[src/stlc_pkg.sv]
// constants and types shared by the transfer length control block
package stlc_pkg;
	// register offsets
	localparam logic [4:0]  STLC_OFF_TX        = 5'h00;
	localparam logic [4:0]  STLC_OFF_RX        = 5'h04;
	localparam logic [4:0]  STLC_OFF_CLK_CTRL  = 5'h08;
	localparam logic [4:0]  STLC_OFF_SETUP     = 5'h0c;
	localparam logic [4:0]  STLC_OFF_STATUS    = 5'h10;
	// transfer_clock_control fields
	localparam int          STLC_CC_LEN_LSB    = 0;
	localparam int          STLC_CC_START_BIT  = 7;
	localparam int          STLC_CC_CNT_LSB    = 8;
	// transfer_setup fields
	localparam int          STLC_SU_SHARED_BIT = 17;
	localparam int          STLC_SU_ROLE_BIT   = 16;
	localparam int          STLC_SU_DIV_LSB    = 12;
	localparam int          STLC_SU_POL_BIT    = 8;
	localparam int          STLC_SU_IDLE_LSB   = 4;
	localparam logic [31:0] STLC_SU_MASK       = 32'h0003_773f;
	// status fields
	localparam int          STLC_ST_DONE_BIT   = 0;
	// reset values
	localparam logic [31:0] STLC_SETUP_RST     = 32'h0000_0000;
	localparam logic [7:0]  STLC_CNT_RST       = 8'h00;
	localparam logic [6:0]  STLC_LEN_RST       = 7'h00;
	localparam logic [31:0] STLC_DATA_RST      = 32'h0000_0000;
	// divider counter reset and step
	localparam logic [6:0]  STLC_DIV_RST       = 7'h00;
	localparam logic [6:0]  STLC_DIV_ONE       = 7'h01;

	typedef enum logic [1:0] {
		STLC_ST_IDLE = 2'b01,
		STLC_ST_RUN  = 2'b10
	} stlc_state_t;

	typedef enum logic [1:0] {
		STLC_IDLE_LOW     = 2'h0,
		STLC_IDLE_HIGH    = 2'h1,
		STLC_IDLE_HOLD    = 2'h2,
		STLC_IDLE_RELEASE = 2'h3
	} stlc_idle_t;
endpackage

[src/stlc_core.sv]
// serial interface transfer sequencing with its register file
module stlc_core
	import stlc_pkg::*;
(
	input  wire logic        mclk,      // module clock, 25 MHz
	input  wire logic        arst_n,    // async reset, active low
	input  wire logic        reg_wr,    // register write strobe
	input  wire logic        reg_rd,    // register read strobe
	input  wire logic [4:0]  reg_addr,  // register byte offset
	input  wire logic [31:0] reg_wdata, // register write data
	output logic      [31:0] reg_rdata, // read data, one cycle after reg_rd
	output logic             done,      // transfer-done flag level
	input  wire logic        sck_i,     // serial clock pin in
	output logic             sck_o,     // serial clock pin out
	output logic             sck_oe,    // serial clock drive enable
	input  wire logic        mosi_i,    // master-out pin in
	output logic             mosi_o,    // master-out pin out
	output logic             mosi_oe,   // master-out drive enable
	input  wire logic        miso_i,    // master-in pin in
	output logic             miso_o,    // master-in pin out
	output logic             miso_oe,   // master-in drive enable
	input  wire logic        ss_n_i,    // slave select in, active low
	output logic             ss_n_o,    // slave select out, active low
	output logic             ss_oe      // slave select drive enable
);
	typedef struct packed {
		stlc_state_t state;
		logic [31:0] shift;
		logic [31:0] rx;
		logic [31:0] setup;
		logic [31:0] rdata;
		logic [7:0]  cnt;
		logic [6:0]  len;
		logic [6:0]  slv_cnt;
		logic        done;
		logic        sck_prev;
		logic        sck_o;
		logic        mosi_o;
		logic        mosi_oe;
		logic        miso_o;
		logic        miso_oe;
		logic        ss_n_o;
		logic        master;
	} stlc_core_t;

	stlc_core_t s_r;
	stlc_core_t s_nxt;

	logic       gen_rise;
	logic       gen_fall;
	logic       gen_level;
	logic       slave_role;
	logic       shared;
	logic       pol;
	logic [1:0] idle_sel;
	logic       din;
	logic       wr_cc;
	logic       start_req;
	logic       slv_edge;
	logic       run_fall;

	assign slave_role = s_r.setup[STLC_SU_ROLE_BIT];
	assign shared = s_r.setup[STLC_SU_SHARED_BIT];
	assign pol = s_r.setup[STLC_SU_POL_BIT];
	assign idle_sel = s_r.setup[STLC_SU_IDLE_LSB +: 2];
	// shared line: master listens on mosi, slave on miso
	assign din = (shared ^ slave_role) ? mosi_i : miso_i;
	assign wr_cc = reg_wr && (reg_addr == STLC_OFF_CLK_CTRL);
	assign start_req = wr_cc && reg_wdata[STLC_CC_START_BIT];
	assign slv_edge = ((sck_i ^ pol) && !s_r.sck_prev);
	assign run_fall = (s_r.state == STLC_ST_RUN) && gen_fall;

	stlc_sck_gen u_gen (
		.mclk    (mclk),
		.arst_n  (arst_n),
		.run     (s_r.state == STLC_ST_RUN),
		.div_sel (s_r.setup[STLC_SU_DIV_LSB +: 3]),
		.rise    (gen_rise),
		.fall    (gen_fall),
		.level   (gen_level)
	);

	always_comb begin
		s_nxt = s_r;
		s_nxt.sck_prev = sck_i ^ pol;
		s_nxt.master = ~slave_role;
		// register writes
		if (wr_cc) begin
			s_nxt.cnt = reg_wdata[STLC_CC_CNT_LSB +: 8];
			s_nxt.len = reg_wdata[STLC_CC_LEN_LSB +: 7];
		end
		if (reg_wr && reg_addr == STLC_OFF_SETUP) begin
			s_nxt.setup = reg_wdata & STLC_SU_MASK;
		end
		if (reg_wr && reg_addr == STLC_OFF_TX) begin
			s_nxt.shift = reg_wdata;
		end
		if (reg_wr && reg_addr == STLC_OFF_STATUS
				&& reg_wdata[STLC_ST_DONE_BIT]) begin
			s_nxt.done = 1'b0;
		end
		case (s_r.state)
			STLC_ST_IDLE: begin
				// go only acts in master role and when idle
				if (start_req && !slave_role) begin
					s_nxt.state = STLC_ST_RUN;
					s_nxt.done = 1'b0;
				end
			end
			STLC_ST_RUN: begin
				if (gen_fall) begin
					if (s_r.len != 7'h00) begin
						// one register for both ways: after 32 shifts the
						// received bits reach the output end
						s_nxt.shift = {s_r.shift[30:0], din};
						s_nxt.len = s_r.len - 7'h01;
					end
					if (s_r.cnt == 8'h00) begin
						s_nxt.state = STLC_ST_IDLE;
						s_nxt.rx = s_nxt.shift;
						s_nxt.done = 1'b1;
					end else begin
						s_nxt.cnt = s_r.cnt - 8'h01;
					end
				end
			end
			default: s_nxt.state = STLC_ST_IDLE;
		endcase
		// slave reception; the period count is not used here
		if (!slave_role || ss_n_i) begin
			s_nxt.slv_cnt = 7'h00;
		end else if (slv_edge) begin
			s_nxt.shift = {s_r.shift[30:0], din};
			if (s_r.slv_cnt == s_r.len) begin
				s_nxt.slv_cnt = 7'h00;
				s_nxt.rx = s_nxt.shift;
				s_nxt.done = 1'b1;
			end else begin
				s_nxt.slv_cnt = s_r.slv_cnt + 7'h01;
			end
		end
		// pin drive
		s_nxt.sck_o = pol ^ ((s_r.state == STLC_ST_RUN) && gen_level);
		s_nxt.ss_n_o = ~(s_r.state == STLC_ST_RUN);
		s_nxt.miso_o = s_nxt.shift[31];
		s_nxt.miso_oe = slave_role && !ss_n_i;
		if (s_r.state == STLC_ST_RUN && s_nxt.len != 7'h00) begin
			s_nxt.mosi_o = s_nxt.shift[31];
			s_nxt.mosi_oe = 1'b1;
		end else begin
			// output exhausted: apply the selected idle behaviour, but release the line when shared or in slave role
			s_nxt.mosi_oe = 1'b1;
			case (idle_sel)
				STLC_IDLE_LOW: s_nxt.mosi_o = 1'b0;
				STLC_IDLE_HIGH: s_nxt.mosi_o = 1'b1;
				STLC_IDLE_HOLD: s_nxt.mosi_o = s_r.mosi_o;
				default: s_nxt.mosi_oe = 1'b0;
			endcase
			if (shared || slave_role) begin
				s_nxt.mosi_oe = 1'b0;
			end
		end
		// read data
		if (reg_rd) begin
			case (reg_addr)
				STLC_OFF_TX: s_nxt.rdata = s_r.shift;
				STLC_OFF_RX: s_nxt.rdata = s_r.rx;
				// go bit position always reads zero
				STLC_OFF_CLK_CTRL: s_nxt.rdata = {16'h0000, s_r.cnt, 1'b0,
					s_r.len};
				STLC_OFF_SETUP: s_nxt.rdata = s_r.setup;
				STLC_OFF_STATUS: s_nxt.rdata = {31'h0, s_r.done};
				default: s_nxt.rdata = 32'h0000_0000;
			endcase
		end
	end

	always_ff @(posedge mclk or negedge arst_n) begin
		if (!arst_n) begin
			s_r <= '0;
			s_r.state <= STLC_ST_IDLE;
			s_r.setup <= STLC_SETUP_RST;
			s_r.cnt <= STLC_CNT_RST;
			s_r.len <= STLC_LEN_RST;
			s_r.shift <= STLC_DATA_RST;
			s_r.rx <= STLC_DATA_RST;
			s_r.ss_n_o <= 1'b1;
			s_r.master <= 1'b1;
		end else begin
			s_r <= s_nxt;
		end
	end

	assign reg_rdata = s_r.rdata;
	assign done = s_r.done;
	assign sck_o = s_r.sck_o;
	assign sck_oe = s_r.master;
	assign mosi_o = s_r.mosi_o;
	assign mosi_oe = s_r.mosi_oe;
	assign miso_o = s_r.miso_o;
	assign miso_oe = s_r.miso_oe;
	assign ss_n_o = s_r.ss_n_o;
	assign ss_oe = s_r.master;

	property p_start_run;
		@(posedge mclk) disable iff (!arst_n)
		(start_req && !slave_role && s_r.state == STLC_ST_IDLE)
			|=> (s_r.state == STLC_ST_RUN && !s_r.done);
	endproperty
	a_start_run: assert property (p_start_run)
		else $error("go write did not start transfer");

	property p_slave_go;
		@(posedge mclk) disable iff (!arst_n)
		(start_req && slave_role && s_r.state == STLC_ST_IDLE)
			|=> (s_r.state == STLC_ST_IDLE);
	endproperty
	a_slave_go: assert property (p_slave_go)
		else $error("go write acted in slave role");

	property p_cnt_dec;
		@(posedge mclk) disable iff (!arst_n)
		(run_fall && s_r.cnt != 8'h00 && !wr_cc)
			|=> (s_r.cnt == $past(s_r.cnt) - 8'h01);
	endproperty
	a_cnt_dec: assert property (p_cnt_dec)
		else $error("period count did not decrement");

	property p_end;
		@(posedge mclk) disable iff (!arst_n)
		(run_fall && s_r.cnt == 8'h00)
			|=> (s_r.state == STLC_ST_IDLE && s_r.done
				&& s_r.rx == s_r.shift);
	endproperty
	a_end: assert property (p_end)
		else $error("transfer did not end after last period");

	property p_len_dec;
		@(posedge mclk) disable iff (!arst_n)
		(run_fall && s_r.len != 7'h00 && !wr_cc)
			|=> (s_r.len == $past(s_r.len) - 7'h01)
				##1 (s_r.mosi_o == $past(s_r.shift[31], 1) || !s_r.mosi_oe
				|| s_r.len == 7'h00 || s_r.state != STLC_ST_RUN);
	endproperty
	a_len_dec: assert property (p_len_dec)
		else $error("shift length did not decrement");

	property p_mosi_idle;
		@(posedge mclk) disable iff (!arst_n)
		(s_r.state == STLC_ST_RUN && s_r.len == 7'h00 && !wr_cc
			&& !shared && idle_sel == STLC_IDLE_LOW && !slave_role)
			|=> (s_r.mosi_o == 1'b0 && s_r.mosi_oe);
	endproperty
	a_mosi_idle: assert property (p_mosi_idle)
		else $error("output not idle after length reached zero");

	property p_slv_cap;
		@(posedge mclk) disable iff (!arst_n)
		(slave_role && !ss_n_i && slv_edge && s_r.slv_cnt == s_r.len)
			|=> (s_r.done && s_r.slv_cnt == 7'h00 && s_r.rx == s_r.shift);
	endproperty
	a_slv_cap: assert property (p_slv_cap)
		else $error("slave match did not capture word");

	property p_slv_clr;
		@(posedge mclk) disable iff (!arst_n)
		(slave_role && ss_n_i) |=> (s_r.slv_cnt == 7'h00);
	endproperty
	a_slv_clr: assert property (p_slv_clr)
		else $error("slave counter not cleared on deselect");

	property p_go_reads_zero;
		@(posedge mclk) disable iff (!arst_n)
		(reg_rd && reg_addr == STLC_OFF_CLK_CTRL)
			|=> (reg_rdata[STLC_CC_START_BIT] == 1'b0);
	endproperty
	a_go_reads_zero: assert property (p_go_reads_zero)
		else $error("go bit read back as one");
endmodule

[src/stlc_sck_gen.sv]
// serial clock divider for master transfers
module stlc_sck_gen
	import stlc_pkg::*;
(
	input  wire logic       mclk,    // module clock
	input  wire logic       arst_n,  // async reset, active low
	input  wire logic       run,     // divider runs while high
	input  wire logic [2:0] div_sel, // clock_divider_select field
	output logic            rise,    // pulse on serial clock first edge
	output logic            fall,    // pulse on serial clock second edge
	output logic            level    // internal serial clock level
);
	typedef struct packed {
		logic [6:0] cnt;
		logic       lvl;
		logic       rise;
		logic       fall;
	} stlc_gen_t;

	stlc_gen_t s_r;
	stlc_gen_t s_nxt;

	always_comb begin
		s_nxt = s_r;
		s_nxt.rise = 1'b0;
		s_nxt.fall = 1'b0;
		if (!run) begin
			s_nxt.cnt = STLC_DIV_RST;
			s_nxt.lvl = 1'b0;
		// half period is 2^div_sel cycles, so a period is 2^(div_sel+1)
		end else if (s_r.cnt == (STLC_DIV_ONE << div_sel) - STLC_DIV_ONE) begin
			s_nxt.cnt = STLC_DIV_RST;
			s_nxt.lvl = ~s_r.lvl;
			s_nxt.rise = ~s_r.lvl;
			s_nxt.fall = s_r.lvl;
		end else begin
			s_nxt.cnt = s_r.cnt + STLC_DIV_ONE;
		end
	end

	always_ff @(posedge mclk or negedge arst_n) begin
		if (!arst_n) begin
			s_r <= '0;
		end else begin
			s_r <= s_nxt;
		end
	end

	assign rise = s_r.rise;
	assign fall = s_r.fall;
	assign level = s_r.lvl;
endmodule

[config.mk]
export PLATFORM = sky130hd
export DESIGN_NAME = stlc_core
export DESIGN_NICKNAME = d
export VERILOG_FILES = /design/src/stlc_pkg.sv /design/src/stlc_core.sv /design/src/stlc_sck_gen.sv
export SDC_FILE = /design/constraint.sdc
export NUM_CORES = 1
export LEC_CHECK = 0
export ABC_AREA = 1
export BUFFER_PORTS_ARGS = -buffer_cell sky130_fd_sc_hd__buf_2
export CORE_MARGIN = 10
export CORE_UTILIZATION = 40
export CTS_CLUSTER_SIZE = 8
export DETAILED_ROUTE_END_ITERATION = 8
export PLACE_DENSITY = 0.68
export SETUP_SLACK_MARGIN = 0.02
export SLEW_MARGIN = 10
export SYNTH_ARGS = -nofsm -noshare
export SYNTH_HDL_FRONTEND = slang
export SYNTH_SLANG_ARGS = --single-unit
[constraint.sdc]
create_clock -name mclk -period 2 [get_ports mclk]
set_input_delay 0 -clock mclk [delete_from_list [all_inputs] [get_ports mclk]]
set_output_delay 0 -clock mclk [all_outputs]
set_load 0.01 [all_outputs]
==> results.md, run 1 <==
* Routed len/inst at approximately 17 um
* GRT Overall Usage at 0.178
* Synthesized area at 8930 um2
* Status: completed
* Clock root cell: clkbuf_16
* Core box area at 21,900 um2
* Via count at 7,707
* Initial Utilization at 0.408
* Cell Pwr Density at 1010 nW/um2
* Final max-slew violation count at 0
* Ys async rst share at 1.00
* Ys flop type: dfrtp_1
* Fin worst setup slack at 0.128 ns
* Sw power at 0.00365 W
* CTS tree: built
* Vias per inst at 5.30
* Crit path top cell by count: inv_1
* Dpl hpwl at 17,900 um
* Min-delay worst type: input port to register
* Worst slew pin tran at 0.600 ns
* WHS Path Cells at 3
* Fmax at 0.534 GHz
* Minimum clock period at about 1.9 ns
* Port Buffers at 85
* Final setup TNS at 0 ns
* Cell variety after synth at 49
* Maximum VDD drop at 402 uV
* WP buf/inv at 3
* DIE HEIGHT at 169 um
* Yosys warns at 0
* Share of post-route cells with drive strength above 1 at 0.214
* MaxCap Viol Count at 0
* Total Routed Length at 25,400 um
* Static leakage at 5.11 nW
* Dpl ws at 0.0347 ns
* Number of global-route vias before repair at 7,520
* Setup Crit Path Kind: register to register
* Routed Antenna Nets at 0
* Critical Path AT at 2.22 ns
* CP startpoint kind: register
* FF-to-FF End: s_r[110]$_DFF_PN0_
* Pint at 0.00678 W
* Worst path max stage delay at 0.42 ns
* Cell area after placement at 9460 um2
* Crit-path slowest cell: dfrtp_1
* Critical Path RT at roughly 2.3 ns
* Iter 0 DRT Violations at 693
* FF-to-FF setup slack at around 0.13 ns
* Drt drc at 0
* Die footprint at 28,700 um2
* Largest delay share family, worst path: simple AND/OR/NAND/NOR gates
* Worst r2r path cells at 8
* Crit path cell chain: inv_1 -> ha_1 -> nand3_2 -> nor2_4 -> inv_1 -> buf_4 -> or2_1 -> a22oi_1
* Final instance area at 10,300 um2
* Bufs on Longest Clock Path at 2
* Seq/Total Area, Yosys at 0.424
* Worst Hold End: pol$_DFFE_PN0P_
* Clk slew on worst S/H paths at 0.06 ns
* CP max FO at 18
* FF+latch count, synth at 151
* H-tree depth at 4
* Clock share of power at 0.305
* Placer Congestion at 0.902
* First-pass GRT wire length at 40,900 um
* Reg2Reg Launch Point: s_r[23]$_DFF_PN0_
* Die Width at 169 um
* Seq pwr share at 0.399
* Largest net degree at the start of global routing at 58
* Clock Skew at 0.00961 ns
* Worst-Skew Late Latency at ~0.43 ns
* Register Area at 3780 um2
* Nature of the critical path endpoint: register
* Core Rows at between 50 and 60
* Area of the multi-input gates at 4120 um2
* Ant. Diodes at 0
* Final Util at 0.471
* RSZ-0062 raised after global routing: yes
* Initial antenna violation count at 0
* GRT overflow at 0
* I/O pins at 86
* Average size of a mapped cell at between 8 and 9 um2
* Final setup fails at 0
* Fin. Hold Viols at 0
* Post-synth net total at 1,141
* Final nets at 1,216
* Share of the clock period used by the worst path at 0.936
* First-pass DRT Iterations at 6
* Slew Limit Headroom at 0.599
* Switching Fraction at 0.350
* Combinational group share of total power at 0.296
* EDFF count, synth at 0
* Min-Delay Startpoint: reg_wdata[8]
* Clk sink count at ~150
* Layout area overhead at 15.6%
* Mapped Cells at 1,087
* Pwr Total at 0.0104 W
* Filler cells at 2,139
* Num CTS Buffers at 17
==> worst register-to-register path: cells and delay by family (launching register included) <==
family,cells,cell delay (ns)
buffers and inverters,3,0.44
AO/OA/AOI/OAI,1,0.13
flip-flops,1,0.42
AND/OR/NAND/NOR,3,0.60
adder cells (fa/ha/maj),1,0.20
==> registers in the layout, indices dropped and copies added, names as in the netlist, 2 cells and up <==
name / flops
u_gen.s_r: 7
idle_sel: 2
reg_rdata: 32
s_r: 99
==> worst max-delay path by stage <==
stage,cells past startpoint,from,end
6_report,8,s_r[23]$_DFF_PN0_,s_r[110]$_DFF_PN0_
5_1_grt,16,s_r[17]$_DFF_PN0_,mosi_o$_DFFE_PN0P_
4_1_cts,14,s_r[17]$_DFF_PN0_,mosi_oe$_DFF_PN0_
3_5_place_dp,13,s_r[19]$_DFF_PN0_,mosi_oe$_DFF_PN0_
3_3_place_gp,13,s_r[19]$_DFF_PN0_,mosi_oe$_DFF_PN0_
2_1_floorplan,16,s_r[159]$_DFFE_PN1P_,mosi_o$_DFFE_PN0P_
==> cells in the final DEF, fill, tap and decap left out, types with 5 or more instances in the layout <==
master and n:
a21oi_1 54, o221ai_1 8, or2_0 13, buf_4 32, clkbuf_16 17, xor2_1 20, buf_12 5, dlygate4sd3_1 21
inv_1 113, o21ai_2 19, o22ai_1 6, nor2_1 59, o211ai_1 23, a22oi_1 12, or2_1 9, mux2_2 28
nor2_2 6, ha_1 9, xnor2_1 6, o21ai_1 19, clkbuf_1 8, a21oi_2 6, o21ai_0 87, nand3_1 60
o211ai_2 16, nand2_1 219, buf_2 84, dfrtp_1 147, nor3_1 6, nand4_1 5
==> metal layers <==
metal  part of all wire  vias to the layer above  track usage
met1               0.44                     3666        0.233
li1                   -                     3733            -
met4              0.028                        0       0.0732
met5                  0                        -            0
met2               0.47                      269        0.279
met3              0.064                       39       0.0394
==> synthesized netlist by cell type (all sizes together) (7+ instances only) <==
cell,number,area (um2)
a22oi,12,90.1
o221ai,8,70.1
or2,24,150
buf,79,564
xor2,20,175
nor2,68,287
o211ai,39,373
ha,9,113
dfrtp,148,3700
o21ai,125,693
clkbuf,12,45.0
nor3,7,40.0
nand3,61,305
nand2,227,872
a21oi,60,323
mux2,28,315
inv,120,453
==> final cells by class <==
cell class,instances,share of cell area
clock buffer,28,0.0481
multi-input combinational,724,0.400
timing repair buffer,147,0.0999
clock inverter,4,0.00679
inverter,121,0.0451
tap,280,0.0339
sequential,151,0.367
==> stage by stage <==
step | cells | hold WS, ns
5_1_grt | 1455 | 0.0525
3_3_place_gp | 1399 | 0.00485
3_5_place_dp | 1399 | 0.00884
4_1_cts | 1452 | 0.0102
2_1_floorplan | 1087 | -0.296
6_report | 1455 | 0.00632
==> power by group through the flow <==
stage               sequential, W  combinational [W]  clock [W]
finish                    0.00416            0.00309    0.00318
global route              0.00425            0.00353    0.00336
CTS                       0.00416            0.00305    0.00323
detailed placement        0.00420            0.00298          0
global placement          0.00419            0.00293          0
floorplan                 0.00409            0.00220          0
==> logic make-up (layout without fill, tap and decap cells) <==
kind of cell | after synthesis | count (layout) | share of synthesized area
mux | 29 | 29 | 0.0364
simple gates | 396 | 396 | 0.192
compound gates | 264 | 264 | 0.190
flops | 151 | 151 | 0.424
buf+inv | 212 | 300 | 0.119
xor+xnor | 26 | 26 | 0.0255
fa+ha+maj | 9 | 9 | 0.0126
==> repair_timing <==
| action | 4_1_cts | 5_1_grt |
|---|---|---|
| endpoints found under the setup margin | 1 | 47 |
| gates resized for setup | 1 | 18 |
| pin swaps | 0 | 3 |
| hold buffers | 21 | 0 |
| cloned | 0 | 0 |
| endpoints found under the hold margin | 111 | 0 |
| setup buffers | 0 | 3 |
(Power assumes the default switching activity.)
==> run 2: changes to the inputs <==
PLACE_DENSITY = 0.7   (was 0.68)
SYNTH_HIERARCHICAL = 1   (was unset)
clock period = 1.6 ns   (was 2 ns; I/O delays follow)
==> results.md, run 2 <==
* RSZ-0062 raised after global routing: yes
* Bufs on Longest Clock Path at 2
* Clock root cell: clkbuf_16
* Setup Crit Path Kind: register to register
* Number of global-route vias before repair at around 8.5k
* Dpl hpwl at 19,300 um
* Nature of the critical path endpoint: register
* Drt drc at 0
* Routed len/inst at approximately 17 um
* Iter 0 DRT Violations at 758
* Worst-Skew Late Latency at 0.44 ns
* GRT Overall Usage at 0.190
* Core box area at 21,800 um2
* Static leakage at 5.87 nW
* Placed Instances at 1,539
* Initial antenna violation count at 1
* Vias per inst at between 5 and 6
* First-pass DRT Iterations at 5
* GRT overflow at 0
* Total Routed Length at 28,100 um
* Maximum VDD drop at 718 uV
* MaxCap Viol Count at 0
* Fin cells at around 1.6k
* CP max FO at 8
* Filler cells at 1,944
* Critical Path RT at around 1.9 ns
* Num CTS Buffers at 17
* Min-delay worst type: input port to register
* Port Buffers at between 80 and 90
* Cell Pwr Density at approximately 1300 nW/um2
* Placer Congestion at 0.928
* Yosys warns at 6
* Routed Antenna Nets at 0
* Final nets at 1,382
* Final max-slew violation count at 0
* Via count at 8,673
* Share of the clock period used by the worst path at 1.11
* CTS tree: built
* H-tree depth at 4
* First-pass GRT wire length at 43,700 um
* Register Area at 3780 um2
* Largest register FFs at 99
* Final Util at 0.539
* Fmax at 0.564 GHz
* Synthesized area at 8880 um2
* CP startpoint kind: register
* Mapped Cells at 1,158
* Critical Path AT at around 2.1 ns
* Pwr Total at 0.0147 W
* Fin. Hold Viols at 0
* Worst slew pin tran at between 0.5 and 0.6 ns
* Most common cell after layout, fill and taps aside: nand2_1
* Minimum clock period at about 1.8 ns
* Share of post-route cells with drive strength above 1 at 0.277
* Clock Skew at 0.0152 ns
* Die footprint at roughly 29,000 um2
* Fin worst setup slack at -0.173 ns
* I/O pins at 86
* Layout area overhead at 32.5%
* Largest net degree at the start of global routing at 57
* Largest Register: s_r
* Core Rows at 54
* Final setup fails at 60
* DIE HEIGHT at 169 um
* Failing checks: negative setup slack
* Initial Utilization at 0.407
* Average size of a mapped cell at 7.67 um2
* Area of the multi-input gates at 4420 um2
* Die Width at 169 um
* Post-synth net total at 1,212
* Most frequent cells in the layout: nand2_1 (321), dfrtp_1 (147), o21ai_0 (100)
* Clk slew on worst S/H paths at 0.07 ns
* Slew Limit Headroom at 0.644
* Clk sink count at ~150
* Status: finished, violations left
-- run 2: cell types whose count changed in the layout (fill, tap and decap cells not counted), moves of 19 or more --
cell	before	now
a21oi_1	54	21
a31oi_1	2	23
buf_4	32	87
inv_1	113	94
mux2_2	28	2
nand2_1	219	321
nand3_1	60	37
o21ai_1	19	40
-- run 2: where the power goes --
part | leakage, nW | switching [W] | total (W) | internal (W)
Combinational | 3.73 | 0.00273 | 0.00476 | 0.00203
Clock | 0.333 | 0.00164 | 0.00464 | 0.00300
Sequential | 1.80 | 0.000700 | 0.00531 | 0.00461
Total | 5.87 | 0.00507 | 0.0147 | 0.00963
-- run 2: repair_timing --
item,in CTS,in global routing
endpoints found under the setup margin,72,89
buffers inserted,6,15
endpoints found under the hold margin,188,0
hold buffers,24,0
pin swaps,9,22
gates cloned,3,3
resized for setup,34,101
-- run 2: worst paths after layout --
kind                            cells after the start                 startpoint                         to  slack [ns]
worst max-delay path                                8          s_r[17]$_DFF_PN0_         s_r[101]$_DFF_PN0_       -0.17
worst min-delay path                                5              reg_wdata[22]         s_r[149]$_DFF_PN0_        0.02
worst max register to register                      8          s_r[17]$_DFF_PN0_         s_r[101]$_DFF_PN0_       -0.17
worst min register to register                      2  reg_rdata[26]$_DFFE_PN0P_  reg_rdata[26]$_DFFE_PN0P_        0.47
max in group asynchronous                           3                     arst_n        s_r[63]$_DFFE_PN0P_        0.54
min in group asynchronous                           3                     arst_n           s_r[7]$_DFF_PN0_        0.13
-- run 2: layout make-up --
| cell class | instances | area share |
|---|---|---|
| repair buffers | 241 | 0.177 |
| well taps | 280 | 0.0298 |
| multi-input cells | 804 | 0.376 |
| clock buffers | 19 | 0.0385 |
| flip-flops and latches | 151 | 0.322 |
| diodes | 1 | 0.000213 |
| clock inverters | 13 | 0.0191 |
| inverters | 113 | 0.0381 |
-- run 2: metal layers --
metal  global-route usage  part of all wire  vias up  wire (um)
li1                     -                 -     4133          -
met1                0.231              0.41     4097      11500
met2                0.308              0.48      370      13400
met3               0.0440             0.075       73       2110
met4               0.0961             0.040        0       1120
met5                    0                 0        -          0
-- run 2: worst max-delay path, stage by stage, from the launching register on --
cell,delay [ns]
dfrtp_1,0.38
buf_4,0.16
nand2_1,0.06
nand4_1,0.18
nor3_4,0.21
nand3_4,0.16
buf_4,0.18
buf_6,0.13
o22a_1,0.19
-- run 2: per-stage QoR --
step	hold WS (ns)	setup TNS, ns	instance area [um2]	worst slack [ns]
6_report	0.0228	-4.85	11800	-0.173
5_1_grt	0.0274	-11.03	11800	-0.268
4_1_cts	0.00504	-3.50	11300	-0.131
3_5_place_dp	-0.154	-6.82	10100	-0.226
3_3_place_gp	-0.153	-4.27	10100	-0.198
2_1_floorplan	-0.296	-4.35	8970	-0.134
